**src/common/lbd_pkg.sv**
```systemverilog
// shared constants, types and helpers for the local bus decoder
package lbd_pkg;
	// decoder registers (byte addresses)
	localparam logic [31:0] BOOT_CTRL_ADDR  = 32'hfff42040;
	localparam logic [31:0] DRAM_CTRL_ADDR  = 32'hfff42048;
	localparam logic [31:0] DRAM_BASE_ADDR  = 32'hfff4204c;
	localparam logic [31:0] SRAM_BASE_ADDR  = 32'hfff42050;
	localparam logic [31:0] TIMER_CTRL_ADDR = 32'hfff42054;
	localparam int          BOOT_LOW_OFF_BIT = 20;
	localparam int          DRAM_EN_BIT      = 24;
	localparam int          SRAM_EN_BIT      = 0;
	localparam int          TIMER_EN_BIT     = 0;
	localparam logic [31:0] REG_RST          = 32'h0;
	// access sizes and transfer types
	localparam logic [1:0]  SZ_LONG = 2'h0;
	localparam logic [1:0]  SZ_BYTE = 2'h1;
	localparam logic [1:0]  SZ_WORD = 2'h2;
	localparam logic [1:0]  TT_MAX  = 2'h2;
	// fixed map
	localparam logic [31:0] BOOT_HI_LO  = 32'hff800000;
	localparam logic [31:0] BOOT_HI_HI  = 32'hffbfffff;
	localparam logic [31:0] BOOT_LOW_HI = 32'h003fffff;
	localparam int          BOOT_SEC_BIT = 21;
	localparam int          BOOT_DEV_AW  = 20;
	localparam logic [31:0] SRAM_DEF_LO = 32'hffe00000;
	localparam logic [31:0] SRAM_DEF_HI = 32'hffe7ffff;
	localparam logic [31:0] LOCAL_CTRL_STATUS_REGS_LO     = 32'hfff40000;
	localparam logic [31:0] LOCAL_CTRL_STATUS_REGS_HI     = 32'hfff400ff;
	localparam logic [31:0] GLOBAL_CTRL_STATUS_REGS_LO     = 32'hfff40100;
	localparam logic [31:0] GLOBAL_CTRL_STATUS_REGS_HI     = 32'hfff401ff;
	localparam logic [31:0] MEMCTL_LO   = 32'hfff42000;
	localparam logic [31:0] MEMCTL_HI   = 32'hfff42fff;
	localparam logic [31:0] SCC_LO      = 32'hfff45000;
	localparam logic [31:0] SCC_HI      = 32'hfff45fff;
	localparam logic [31:0] LAN_LO      = 32'hfff46000;
	localparam logic [31:0] LAN_HI      = 32'hfff46fff;
	localparam logic [31:0] SCSI_LO     = 32'hfff47000;
	localparam logic [31:0] SCSI_HI     = 32'hfff47fff;
	localparam logic [31:0] IPIO_LO     = 32'hfff58000;
	localparam logic [31:0] IPIO_HI     = 32'hfff583ff;
	localparam logic [31:0] PAIR_LO     = 32'hfff58400;
	localparam logic [31:0] PAIR_HI     = 32'hfff587ff;
	localparam int          PAIR_CD_BIT = 8;
	localparam logic [31:0] MODREG_LO   = 32'hfffbc000;
	localparam logic [31:0] MODREG_HI   = 32'hfffbc01f;
	localparam logic [31:0] NV_LO       = 32'hfffc0000;
	localparam logic [31:0] NV_DIS_LO   = 32'hfffc8000;
	localparam logic [31:0] NV_EN_LO    = 32'hfffcc000;
	localparam logic [31:0] NV_HI       = 32'hfffcffff;
	localparam logic [31:0] VME16_LO    = 32'hffff0000;
	localparam logic [31:0] DRAM_WIN_BYTES = 32'h00800000;
	localparam logic [31:0] SRAM_WIN_BYTES = 32'h00200000;
	localparam int          LB_TIMEOUT_DEF = 256;
	// controller software registers (word index) and fields
	localparam logic [2:0]  H_ADDR_IDX = 3'h0;
	localparam logic [2:0]  H_DATA_IDX = 3'h1;
	localparam logic [2:0]  H_CTRL_IDX = 3'h2;
	localparam logic [2:0]  H_STAT_IDX = 3'h3;
	localparam logic [2:0]  H_RDAT_IDX = 3'h4;
	localparam int          HC_WRITE = 0;
	localparam int          HC_SIZE  = 1;
	localparam int          HC_TT    = 3;
	localparam int          HC_SPLIT = 5;

	typedef enum logic [3:0] {
		TGT_NONE, TGT_BOOT, TGT_MEMCTL, TGT_DRAM, TGT_SRAM, TGT_EXT,
		TGT_LOCAL_CTRL_STATUS_REGS, TGT_GLOBAL_CTRL_STATUS_REGS, TGT_SCC, TGT_LAN, TGT_SCSI, TGT_IP_IO,
		TGT_PAIR_AB, TGT_PAIR_CD, TGT_MODREG, TGT_NVRAM
	} target_t;

	// address inside an inclusive range
	function automatic logic in_range(input logic [31:0] a, lo, hi);
		return (a >= lo) && (a <= hi);
	endfunction : in_range

	// byte lanes of an access, bit 3 is data[31:24] (offset 0)
	function automatic logic [3:0] byte_lanes(input logic [1:0] sz, input logic [1:0] a);
		unique case (sz)
			SZ_BYTE: return 4'h8 >> a;
			SZ_WORD: return a[1] ? 4'h3 : 4'hc;
			default: return 4'hf;
		endcase
	endfunction : byte_lanes
endpackage : lbd_pkg

```
**src/common/local_bus_if.sv**
```systemverilog
// local bus between a master and the address decoder
`timescale 1ns/10ps
interface local_bus_if;
	import lbd_pkg::*;
	logic        req;   // one-cycle start of a transfer
	logic [31:0] addr;
	logic [1:0]  size;
	logic        write;
	logic [1:0]  tt;
	logic [31:0] wdata;
	logic [31:0] rdata;
	logic        ack;   // one-cycle normal end
	logic        transfer_error_ack;   // one-cycle error end

	modport master  (output req, addr, size, write, tt, wdata, input rdata, ack, transfer_error_ack);
	modport decoder (input req, addr, size, write, tt, wdata, output rdata, ack, transfer_error_ack);
endinterface : local_bus_if

```
**src/rtl/boot_byte_packer.sv**
```systemverilog
// assembles 32-bit boot memory transfers from an 8-bit private bus
`timescale 1ns/10ps
module boot_byte_packer
	import lbd_pkg::*;
(
	// clock and reset
	input  wire logic                   sys_clk,
	input  wire logic                   nrst,
	// request from the decoder
	input  wire logic                   start,
	input  wire logic [BOOT_DEV_AW-1:0] base_addr,
	input  wire logic [3:0]             lanes,
	input  wire logic                   write,
	input  wire logic [31:0]            wdata,
	input  wire logic                   wr_allow,
	output logic                        done,
	output logic [31:0]                 rdata,
	// 8-bit private bus
	output logic [BOOT_DEV_AW-1:0]      dev_addr,
	output logic                        dev_rd,
	output logic                        dev_wr,
	output logic [7:0]                  dev_wdata,
	input  wire logic [7:0]             dev_rdata
);
	typedef enum logic {P_IDLE, P_BYTE} pk_state_t;
	pk_state_t  state;
	logic [3:0] pend;
	logic [1:0] cur;
	logic [3:0] rest;
	logic       is_wr;

	// first pending lane, lowest byte offset first
	function automatic logic [1:0] first_lane(input logic [3:0] m);
		if (m[3]) return 2'h0;
		if (m[2]) return 2'h1;
		if (m[1]) return 2'h2;
		return 2'h3;
	endfunction : first_lane

	assign rest = pend & ~(4'h8 >> cur);

	// one private-bus byte per cycle; upper address bits drop so contents repeat
	always_ff @(posedge sys_clk or negedge nrst) begin
		if (!nrst) begin
			state     <= P_IDLE;
			pend      <= 4'h0;
			cur       <= 2'h0;
			is_wr     <= 1'b0;
			done      <= 1'b0;
			rdata     <= 32'h0;
			dev_addr  <= '0;
			dev_rd    <= 1'b0;
			dev_wr    <= 1'b0;
			dev_wdata <= 8'h0;
		end else begin
			done <= 1'b0;
			unique case (state)
				P_IDLE: begin
					if (start) begin
						pend      <= lanes;
						cur       <= first_lane(lanes);
						is_wr     <= write;
						dev_addr  <= {base_addr[BOOT_DEV_AW-1:2], first_lane(lanes)};
						dev_rd    <= !write;
						dev_wr    <= write && wr_allow;
						dev_wdata <= wdata[8*(3-first_lane(lanes)) +: 8];
						state     <= P_BYTE;
					end
				end
				P_BYTE: begin
					if (!is_wr)
						rdata[8*(3-cur) +: 8] <= dev_rdata;
					pend <= rest;
					if (rest == 4'h0) begin
						dev_rd <= 1'b0;
						dev_wr <= 1'b0;
						done   <= 1'b1;
						state  <= P_IDLE;
					end else begin
						cur       <= first_lane(rest);
						dev_addr  <= {dev_addr[BOOT_DEV_AW-1:2], first_lane(rest)};
						dev_wdata <= wdata[8*(3-first_lane(rest)) +: 8];
					end
				end
			endcase
		end
	end
endmodule : boot_byte_packer

```
**src/rtl/local_bus_decoder.sv**
```systemverilog
// local bus address decoder with boot, memory and local i/o steering
// Contract
// boot decode on at reset, high and low
// software drops low boot alias before dram
// dram decode enabled by control bit 24
// low boot alias turned off by bit 20
// boot bytes packed to longs, contents repeat
// primary boot region: jumper fitted selects flash
// secondary boot region: selection inverted
// dram/sram decoders here, other windows elsewhere
// undecoded access ends by enabled bus timeout
// reserved regions never acknowledge, timeout errors
// narrow writes to local registers error
// global registers take any width
// software reads interrupt vector byte-wide
// serial controllers take byte accesses only
// network port command: upper word, lower word
// nvram alias windows gate flash writes
// slot pair i/o decodes and repeats
// only transfer types 0..2 are mapped
// timeout period parameter, one-cycle error
//
// Added by the designer: the plain strobed port.
`timescale 1ns/10ps
module local_bus_decoder
	import lbd_pkg::*;
#(
	parameter int LB_TIMEOUT_CYC = LB_TIMEOUT_DEF
) (
	// clock and reset
	input  wire logic                   sys_clk,
	input  wire logic                   nrst,
	// local bus
	local_bus_if.decoder                lb,
	// board strap and external window controllers
	input  wire logic                   boot_select_jumper,
	input  wire logic                   ext_window_hit,
	// steering to memories and peripherals
	output target_t                     tgt_sel,
	output logic                        tgt_strobe,
	output logic [31:0]                 tgt_addr,
	output logic [1:0]                  tgt_size,
	output logic                        tgt_write,
	output logic [31:0]                 tgt_wdata,
	input  wire logic                   tgt_ack,
	input  wire logic [31:0]            tgt_rdata,
	// boot memory private bus
	output logic                        boot_cs_flash,
	output logic                        boot_cs_eprom,
	output logic [BOOT_DEV_AW-1:0]      boot_addr,
	output logic                        boot_rd,
	output logic                        boot_wr,
	output logic [7:0]                  boot_wdata,
	input  wire logic [7:0]             boot_rdata,
	// flash write permission
	output logic                        flash_write_enable
);
	typedef enum logic [1:0] {D_IDLE, D_BOOT, D_WAIT} dec_state_t;
	localparam logic [15:0] TO_LAST = 16'(LB_TIMEOUT_CYC - 1);

	dec_state_t  state;
	logic [31:0] boot_memory_control;
	logic [31:0] dram_control;
	logic [31:0] dram_base;
	logic [31:0] sram_base;
	logic [31:0] timer_control;
	logic [15:0] to_cnt;
	target_t     hit;
	logic [31:0] dram_lo;
	logic [31:0] sram_lo;
	logic [3:0]  lanes;
	logic        taken;
	logic        bad_width;
	logic        pk_start;
	logic        pk_done;
	logic [31:0] pk_rdata;
	logic [31:0] reg_rd;

	assign dram_lo = {dram_base[31:20], 20'h0};
	assign sram_lo = {sram_base[31:20], 20'h0};
	assign lanes   = byte_lanes(lb.size, lb.addr[1:0]);
	assign taken   = lb.req && (lb.tt <= TT_MAX) && (state == D_IDLE);
	assign bad_width = (hit == TGT_LOCAL_CTRL_STATUS_REGS) && lb.write && (lb.size != SZ_LONG);
	assign pk_start  = taken && (hit == TGT_BOOT) && !bad_width;

	// address decode, fixed regions ahead of programmable windows, except the default sram range, which follows the dram window
	always_comb begin
		hit = TGT_NONE;
		if (in_range(lb.addr, BOOT_HI_LO, BOOT_HI_HI))
			hit = TGT_BOOT;
		else if (!boot_memory_control[BOOT_LOW_OFF_BIT] && lb.addr <= BOOT_LOW_HI)
			hit = TGT_BOOT;
		else if (in_range(lb.addr, LOCAL_CTRL_STATUS_REGS_LO, LOCAL_CTRL_STATUS_REGS_HI))
			hit = TGT_LOCAL_CTRL_STATUS_REGS;
		else if (in_range(lb.addr, GLOBAL_CTRL_STATUS_REGS_LO, GLOBAL_CTRL_STATUS_REGS_HI))
			hit = TGT_GLOBAL_CTRL_STATUS_REGS;
		else if (in_range(lb.addr, MEMCTL_LO, MEMCTL_HI))
			hit = TGT_MEMCTL;
		else if (in_range(lb.addr, SCC_LO, SCC_HI))
			hit = TGT_SCC;
		else if (in_range(lb.addr, LAN_LO, LAN_HI))
			hit = TGT_LAN;
		else if (in_range(lb.addr, SCSI_LO, SCSI_HI))
			hit = TGT_SCSI;
		else if (in_range(lb.addr, IPIO_LO, IPIO_HI))
			hit = TGT_IP_IO;
		else if (in_range(lb.addr, PAIR_LO, PAIR_HI))
			hit = lb.addr[PAIR_CD_BIT] ? TGT_PAIR_CD : TGT_PAIR_AB;
		else if (in_range(lb.addr, MODREG_LO, MODREG_HI))
			hit = TGT_MODREG;
		else if (in_range(lb.addr, NV_LO, NV_HI))
			hit = TGT_NVRAM;
		else if (lb.addr >= VME16_LO)
			hit = TGT_EXT;
		else if (dram_control[DRAM_EN_BIT] && lb.addr >= dram_lo
			&& (lb.addr - dram_lo) < DRAM_WIN_BYTES)
			hit = TGT_DRAM;
		else if (in_range(lb.addr, SRAM_DEF_LO, SRAM_DEF_HI))
			hit = TGT_SRAM;
		else if (sram_base[SRAM_EN_BIT] && lb.addr >= sram_lo
			&& (lb.addr - sram_lo) < SRAM_WIN_BYTES)
			hit = TGT_SRAM;
		else if (ext_window_hit)
			hit = TGT_EXT;
	end

	// register read mux
	always_comb begin
		unique case (lb.addr[31:2])
			BOOT_CTRL_ADDR[31:2]:  reg_rd = boot_memory_control;
			DRAM_CTRL_ADDR[31:2]:  reg_rd = dram_control;
			DRAM_BASE_ADDR[31:2]:  reg_rd = dram_base;
			SRAM_BASE_ADDR[31:2]:  reg_rd = sram_base;
			TIMER_CTRL_ADDR[31:2]: reg_rd = timer_control;
			default:               reg_rd = 32'h0;
		endcase
	end

	// byte-lane merge of a register write
	function automatic logic [31:0] merge(input logic [31:0] old, nw, input logic [3:0] m);
		logic [31:0] r;
		r = old;
		for (int i = 0; i < 4; i++)
			if (m[3-i])
				r[8*(3-i) +: 8] = nw[8*(3-i) +: 8];
		return r;
	endfunction : merge

	// decoder's own registers, written in the taking cycle
	always_ff @(posedge sys_clk or negedge nrst) begin
		if (!nrst) begin
			boot_memory_control <= REG_RST;
			dram_control        <= REG_RST;
			dram_base           <= REG_RST;
			sram_base           <= REG_RST;
			timer_control       <= REG_RST;
		end else if (taken && hit == TGT_MEMCTL && lb.write) begin
			unique case (lb.addr[31:2])
				BOOT_CTRL_ADDR[31:2]:
					boot_memory_control <= merge(boot_memory_control, lb.wdata, lanes);
				DRAM_CTRL_ADDR[31:2]:
					dram_control <= merge(dram_control, lb.wdata, lanes);
				DRAM_BASE_ADDR[31:2]:
					dram_base <= merge(dram_base, lb.wdata, lanes);
				SRAM_BASE_ADDR[31:2]:
					sram_base <= merge(sram_base, lb.wdata, lanes);
				TIMER_CTRL_ADDR[31:2]:
					timer_control <= merge(timer_control, lb.wdata, lanes);
				default: ;
			endcase
		end
	end

	// flash write permission follows the last nvram alias touched
	always_ff @(posedge sys_clk or negedge nrst) begin
		if (!nrst)
			flash_write_enable <= 1'b0;
		else if (taken && in_range(lb.addr, NV_DIS_LO, NV_EN_LO - 32'h1))
			flash_write_enable <= 1'b0;
		else if (taken && in_range(lb.addr, NV_EN_LO, NV_HI))
			flash_write_enable <= 1'b1;
	end

	// boot chip select: primary follows the jumper, secondary inverts it
	always_ff @(posedge sys_clk or negedge nrst) begin
		if (!nrst) begin
			boot_cs_flash <= 1'b0;
			boot_cs_eprom <= 1'b0;
		end else if (pk_start) begin
			boot_cs_flash <= boot_select_jumper ^ lb.addr[BOOT_SEC_BIT];
			boot_cs_eprom <= !(boot_select_jumper ^ lb.addr[BOOT_SEC_BIT]);
		end else if (pk_done) begin
			boot_cs_flash <= 1'b0;
			boot_cs_eprom <= 1'b0;
		end
	end

	// transfer sequencing and termination
	always_ff @(posedge sys_clk or negedge nrst) begin
		if (!nrst) begin
			state      <= D_IDLE;
			lb.ack     <= 1'b0;
			lb.transfer_error_ack     <= 1'b0;
			lb.rdata   <= 32'h0;
			tgt_sel    <= TGT_NONE;
			tgt_strobe <= 1'b0;
			tgt_addr   <= 32'h0;
			tgt_size   <= SZ_LONG;
			tgt_write  <= 1'b0;
			tgt_wdata  <= 32'h0;
			to_cnt     <= 16'h0;
		end else begin
			lb.ack     <= 1'b0;
			lb.transfer_error_ack     <= 1'b0;
			tgt_strobe <= 1'b0;
			unique case (state)
				D_IDLE: begin
					to_cnt <= 16'h0;
					if (taken) begin
						if (bad_width) begin
							lb.transfer_error_ack <= 1'b1;
						end else if (hit == TGT_MEMCTL) begin
							lb.ack   <= 1'b1;
							lb.rdata <= reg_rd;
						end else if (hit == TGT_BOOT) begin
							state <= D_BOOT;
						end else begin
							tgt_sel    <= hit;
							tgt_strobe <= (hit != TGT_NONE);
							tgt_addr   <= lb.addr;
							tgt_size   <= lb.size;
							tgt_write  <= lb.write;
							tgt_wdata  <= lb.wdata;
							state      <= D_WAIT;
						end
					end
				end
				D_BOOT: begin
					if (pk_done) begin
						lb.ack   <= 1'b1;
						lb.rdata <= pk_rdata;
						state    <= D_IDLE;
					end
				end
				D_WAIT: begin
					to_cnt <= to_cnt + 16'h1;
					if (tgt_ack && tgt_sel != TGT_NONE) begin
						lb.ack   <= 1'b1;
						lb.rdata <= tgt_rdata;
						tgt_sel  <= TGT_NONE;
						state    <= D_IDLE;
					end else if (timer_control[TIMER_EN_BIT] && to_cnt >= TO_LAST) begin
						lb.transfer_error_ack  <= 1'b1;
						tgt_sel <= TGT_NONE;
						state   <= D_IDLE;
					end
				end
				default: state <= D_IDLE;
			endcase
		end
	end

	// boot memory byte packer
	boot_byte_packer u_packer (
		.sys_clk   (sys_clk),
		.nrst      (nrst),
		.start     (pk_start),
		.base_addr (lb.addr[BOOT_DEV_AW-1:0]),
		.lanes     (lanes),
		.write     (lb.write),
		.wdata     (lb.wdata),
		.wr_allow  (flash_write_enable),
		.done      (pk_done),
		.rdata     (pk_rdata),
		.dev_addr  (boot_addr),
		.dev_rd    (boot_rd),
		.dev_wr    (boot_wr),
		.dev_wdata (boot_wdata),
		.dev_rdata (boot_rdata)
	);
endmodule : local_bus_decoder

```
**src/flat_wrapper.sv**
```systemverilog
// flat-port wrapper written by rule: the top's interface ports become plain ports
module local_bus_decoder_flat import lbd_pkg::*;
#(
	parameter int LB_TIMEOUT_CYC = LB_TIMEOUT_DEF
)
  (sys_clk, nrst, boot_select_jumper, ext_window_hit, tgt_sel, tgt_strobe, tgt_addr, tgt_size, tgt_write, tgt_wdata, tgt_ack, tgt_rdata, boot_cs_flash, boot_cs_eprom, boot_addr, boot_rd, boot_wr, boot_wdata, boot_rdata, flash_write_enable, lb_req, lb_addr, lb_size, lb_write, lb_tt, lb_wdata, lb_rdata, lb_ack, lb_transfer_error_ack);
  local_bus_if lb_i ();
  input  wire logic sys_clk;
  input  wire logic nrst;
  input  wire logic boot_select_jumper;
  input  wire logic ext_window_hit;
  output target_t tgt_sel;
  output logic tgt_strobe;
  output logic [31:0] tgt_addr;
  output logic [1:0] tgt_size;
  output logic tgt_write;
  output logic [31:0] tgt_wdata;
  input  wire logic tgt_ack;
  input  wire logic [31:0] tgt_rdata;
  output logic boot_cs_flash;
  output logic boot_cs_eprom;
  output logic [BOOT_DEV_AW-1:0] boot_addr;
  output logic boot_rd;
  output logic boot_wr;
  output logic [7:0] boot_wdata;
  input  wire logic [7:0] boot_rdata;
  output logic flash_write_enable;
  input wire logic [$bits(lb_i.req)-1:0] lb_req;
  input wire logic [$bits(lb_i.addr)-1:0] lb_addr;
  input wire logic [$bits(lb_i.size)-1:0] lb_size;
  input wire logic [$bits(lb_i.write)-1:0] lb_write;
  input wire logic [$bits(lb_i.tt)-1:0] lb_tt;
  input wire logic [$bits(lb_i.wdata)-1:0] lb_wdata;
  output wire logic [$bits(lb_i.rdata)-1:0] lb_rdata;
  output wire logic [$bits(lb_i.ack)-1:0] lb_ack;
  output wire logic [$bits(lb_i.transfer_error_ack)-1:0] lb_transfer_error_ack;
  assign lb_i.req = lb_req;
  assign lb_i.addr = lb_addr;
  assign lb_i.size = lb_size;
  assign lb_i.write = lb_write;
  assign lb_i.tt = lb_tt;
  assign lb_i.wdata = lb_wdata;
  assign lb_rdata = lb_i.rdata;
  assign lb_ack = lb_i.ack;
  assign lb_transfer_error_ack = lb_i.transfer_error_ack;
  local_bus_decoder #(.LB_TIMEOUT_CYC(LB_TIMEOUT_CYC)) u_core (.sys_clk(sys_clk), .nrst(nrst), .lb(lb_i), .boot_select_jumper(boot_select_jumper), .ext_window_hit(ext_window_hit), .tgt_sel(tgt_sel), .tgt_strobe(tgt_strobe), .tgt_addr(tgt_addr), .tgt_size(tgt_size), .tgt_write(tgt_write), .tgt_wdata(tgt_wdata), .tgt_ack(tgt_ack), .tgt_rdata(tgt_rdata), .boot_cs_flash(boot_cs_flash), .boot_cs_eprom(boot_cs_eprom), .boot_addr(boot_addr), .boot_rd(boot_rd), .boot_wr(boot_wr), .boot_wdata(boot_wdata), .boot_rdata(boot_rdata), .flash_write_enable(flash_write_enable));
endmodule
```
**config.mk**
```make
export PLATFORM = sky130hd
export DESIGN_NAME = local_bus_decoder_flat
export DESIGN_NICKNAME = d
export VERILOG_FILES = /design/src/common/lbd_pkg.sv /design/src/common/local_bus_if.sv /design/src/rtl/boot_byte_packer.sv /design/src/rtl/local_bus_decoder.sv /design/src/flat_wrapper.sv
export SDC_FILE = /design/constraint.sdc
export NUM_CORES = 1
export LEC_CHECK = 0
export BUFFER_PORTS_ARGS = -buffer_cell sky130_fd_sc_hd__buf_2
export CAP_MARGIN = 20
export CORE_MARGIN = 4
export CORE_UTILIZATION = 53
export DETAILED_ROUTE_END_ITERATION = 8
export PLACE_DENSITY_LB_ADDON = 0.15
export SYNTH_ARGS = -nofsm -noshare
export SYNTH_HDL_FRONTEND = slang
export SYNTH_HIERARCHICAL = 1
export SYNTH_SLANG_ARGS = --single-unit
```
**constraint.sdc**
```tcl
create_clock -name sys_clk -period 3.57 [get_ports sys_clk]
set_input_delay 0.357 -clock sys_clk [delete_from_list [all_inputs] [get_ports sys_clk]]
set_output_delay 0.357 -clock sys_clk [all_outputs]
set_load 0.1 [all_outputs]
```
==> out/metrics.yaml <==
rows: 67
synth_top_cell_area_share_pct: 48.7
cap_violations: 0
yosys.area.top_type: "dfrtp_1"
cts_num_sinks: 356
fillers: 2702
antenna_found_initial: 1
fin_crit_sh_pct: 108
syn_to_final_growth_pct: 23.3
core-area_um2: 33800
fmax_mhz: 260
violations: "setup timing"
min_path_cells: 2
busiest_layer: "met2"
hold_start: "lb_addr[7]"
slowest_delay_ns: 0.42
finalHoldViolations: 0
ir_drop_uv: 1010
grt.overflow.total: 0
reg2reg_from: "u_core/dram_base[30]"
met1_usage_pct: 42.3
cts.path.max_buffers: 3
p_leak_uw: 0.0110
grtUsageTotal_pct: 29.5
p_per_area_nw_per_um2: 765
cts_tree: "built"
synth_warnings: 6
clock_skew_ns: 0.0188
dpl-instance-area_um2: 20800
syn_area_um2: 18300
grt_max_degree: 97
fin_crit_ns: 3.84
cp_slowest_cell: "or4_4"
ys_ff_latch: 356
routed_wl_um: 57600
dr.first_iter.drc_count: 1235
portBuffers: 253
syn_area_per_cell_um2: 11.1
cp-start-kind: "register"
synth_commonest_cells: "356 x dfrtp_1, 178 x mux2_2, 163 x nand2_1"
crit_chain: "inv_2 -> ha_4 -> o21ai_2 -> a221o_1 -> or4_4 -> a211o_1 -> a2111oi_4 -> buf_4 -> a21oi_2 -> a211oi_2 -> and4_4 -> or2_4 -> buf_12 -> clkbuf_16 -> mux2_4"
routed_via_density: 6.00
grtUsageMet2_pct: 46.4
yosysMostFrequentCell: "dfrtp_1"
setup_slack_ns: -0.270
slew_headroom_pct: 39.2
dieArea_um2: 37600
grt_pass1_wl_um: 88000
status: "finished, violations left"
hold_end: "u_core/tgt_addr[7]"
drive_above_1_share_pct: 37.9
design.final.nets: 2164
root_buffer: "clkbuf_16"
cts.clk_slew.worst_paths_ns: 0.06
htree_levels: 2
io_pins: 254
hold_path_class: "in -> reg"
cp.arrival_ns: 4.26
worstPathMaxFanout: 4
critPathCaptureType: "register"
start_util_pct: 54.2
final_max_slew_viol_count: 0
synth_nets: 1805
grt_pass1_vias: 15000
insertion_delay_ns: 0.54
dr_total_vias: 14900
drt-pass1-iter-count: 5
drc_errors: 0
final-setup-viol-count: 70
hpwlAfterDp_um: 41100
utilization_pct: 66.8
pre_cts_slack_ns: -0.364
fp.dieW_um: 194
worstPathRequired_ns: 3.99
cts_made_buffers: 39
chipHeight_um: 194
ys_async_sr_fraction_pct: 100
r2r_slack_ns: -0.27
synth_ff_type: "dfrtp_1"
worstSetupPathType: "reg -> reg"
synth_area_leaders: "dfrtp_1 49%, mux2_2 11%, mux2_4 4.3%, nand2_1 3.3%, a22o_1 3.1%"
synth_cell_type_count: 87
hold_slack_ns: 0.114
globalRouteMet3Util_pct: 5.77
synth-seq-area-share_pct: 48.7
r2r_cells: 15
worst_pin_slew_ns: 0.913
ant_nets: 0
final_area_um2: 22600
synthCells: 1649
rsz0062_at_grt: "true"
wl_per_cell_um: 23.2
synth_edf_count: 0
gp_congestion: 0.909
r2r-end: "u_core/tgt_wdata[8]"
==> per-stage QoR <==
| stage | instances | total power, uW | TNS (ns) |
|---|---|---|---|
| floorplan | 1649 | 11200 | 0 |
| global placement | 2397 | 12800 | -17.64 |
| detailed placement | 2397 | 12900 | -20.79 |
| CTS | 2479 | 17200 | -13.23 |
| global route | 2486 | 17900 | -20.65 |
| finish | 2487 | 17300 | -13.48 |
==> sequential cells by signal (all words and copies together), names as in the netlist, 2 cells and up <==
| register | count |
|---|---|
| u_core/boot_memory_control | 32 |
| u_core/dram_base | 32 |
| u_core/dram_control | 32 |
| u_core/lb.rdata | 32 |
| u_core/sram_base | 32 |
| u_core/state | 2 |
| u_core/tgt_addr | 32 |
| u_core/tgt_sel | 4 |
| u_core/tgt_size | 2 |
| u_core/tgt_wdata | 32 |
| u_core/timer_control | 32 |
| u_core/to_cnt | 16 |
| u_core/u_packer/dev_addr | 19 |
| u_core/u_packer/dev_wdata | 8 |
| u_core/u_packer/pend | 4 |
| u_core/u_packer/rdata | 32 |
==> cells in the final DEF, fill, tap and decap left out, drive strengths merged, types with 52 or more instances in the layout <==
master,instances
o21ai,108
inv,52
buf,394
nand3,83
dfrtp,356
clkbuf,61
nand2,168
mux2,231
nor2,56
a21oi,89
a22o,65
==> layout make-up <==
cell class / count / area (um2) / area share (%)
sequential: 356 / 8910 / 39.5
clock buffer: 60 / 1190 / 5.26
clock inverter: 11 / 170 / 0.754
inverter: 51 / 196 / 0.870
antenna: 1 / 2.50 / 0.0111
multi-input combinational: 1164 / 9000 / 39.9
tap: 448 / 561 / 2.48
timing repair buffer: 396 / 2550 / 11.3
==> kinds of logic after synthesis <==
family	share of synthesized area (%)
AOI/OAI and AO/OA	14.3
and+or+nand+nor	12.4
DFF	48.7
xor gates and xnor gates	0.718
adders and majority gates	2.84
muxes	17.5
buffers and inverters	3.53
==> layer usage <==
layer / part of all wire (%) / vias to the layer above
met4: 2.8 / 2
met2: 46 / 567
met3: 7.0 / 104
met1: 44 / 7477
met5: 0.023 / -
li1: - / 6778
==> where the power goes <==
part / switching, uW / internal, uW / total, uW
combinational: 6150 / 1730 / 7880
clock: 1660 / 2590 / 4240
sequential: 465 / 4670 / 5140
total: 8270 / 8990 / 17300
==> worst max path at each step <==
stage	startpoint	to	slack [ns]	depth (start not counted)
finish	u_core/dram_base[30]	u_core/tgt_wdata[8]	-0.27	15
global route	u_core/dram_base[30]	u_core/tgt_wdata[8]	-0.36	15
CTS	u_core/dram_base[30]	u_core/tgt_wdata[16]	-0.25	15
detailed placement	lb_addr[29]	u_core/tgt_wdata[17]	-0.36	13
global placement	lb_addr[29]	u_core/tgt_wdata[8]	-0.32	13
floorplan	lb_addr[29]	u_core/tgt_addr[10]	0.007	14
==> worst max-delay path, delay by kind of cell (launching register included) <==
kind | cells | cell delay, ns
muxes | 1 | 0.29
buffers and inverters | 4 | 0.56
and+or+nand+nor | 3 | 0.90
adders and majority gates | 1 | 0.28
DFF | 1 | 0.36
AOI/OAI and AO/OA | 6 | 1.32
==> what timing repair did <==
item                       in CTS  in global routing
pin swaps                       8                 12
gates resized for setup        39                 28
hold endpoints to repair       89                  0
hold buffers                    1                  0
cloned                          2                  1
setup endpoints to repair      72                 74
setup buffers                   8                  6
No activity file was read; power rests on OpenSTA's default activity.
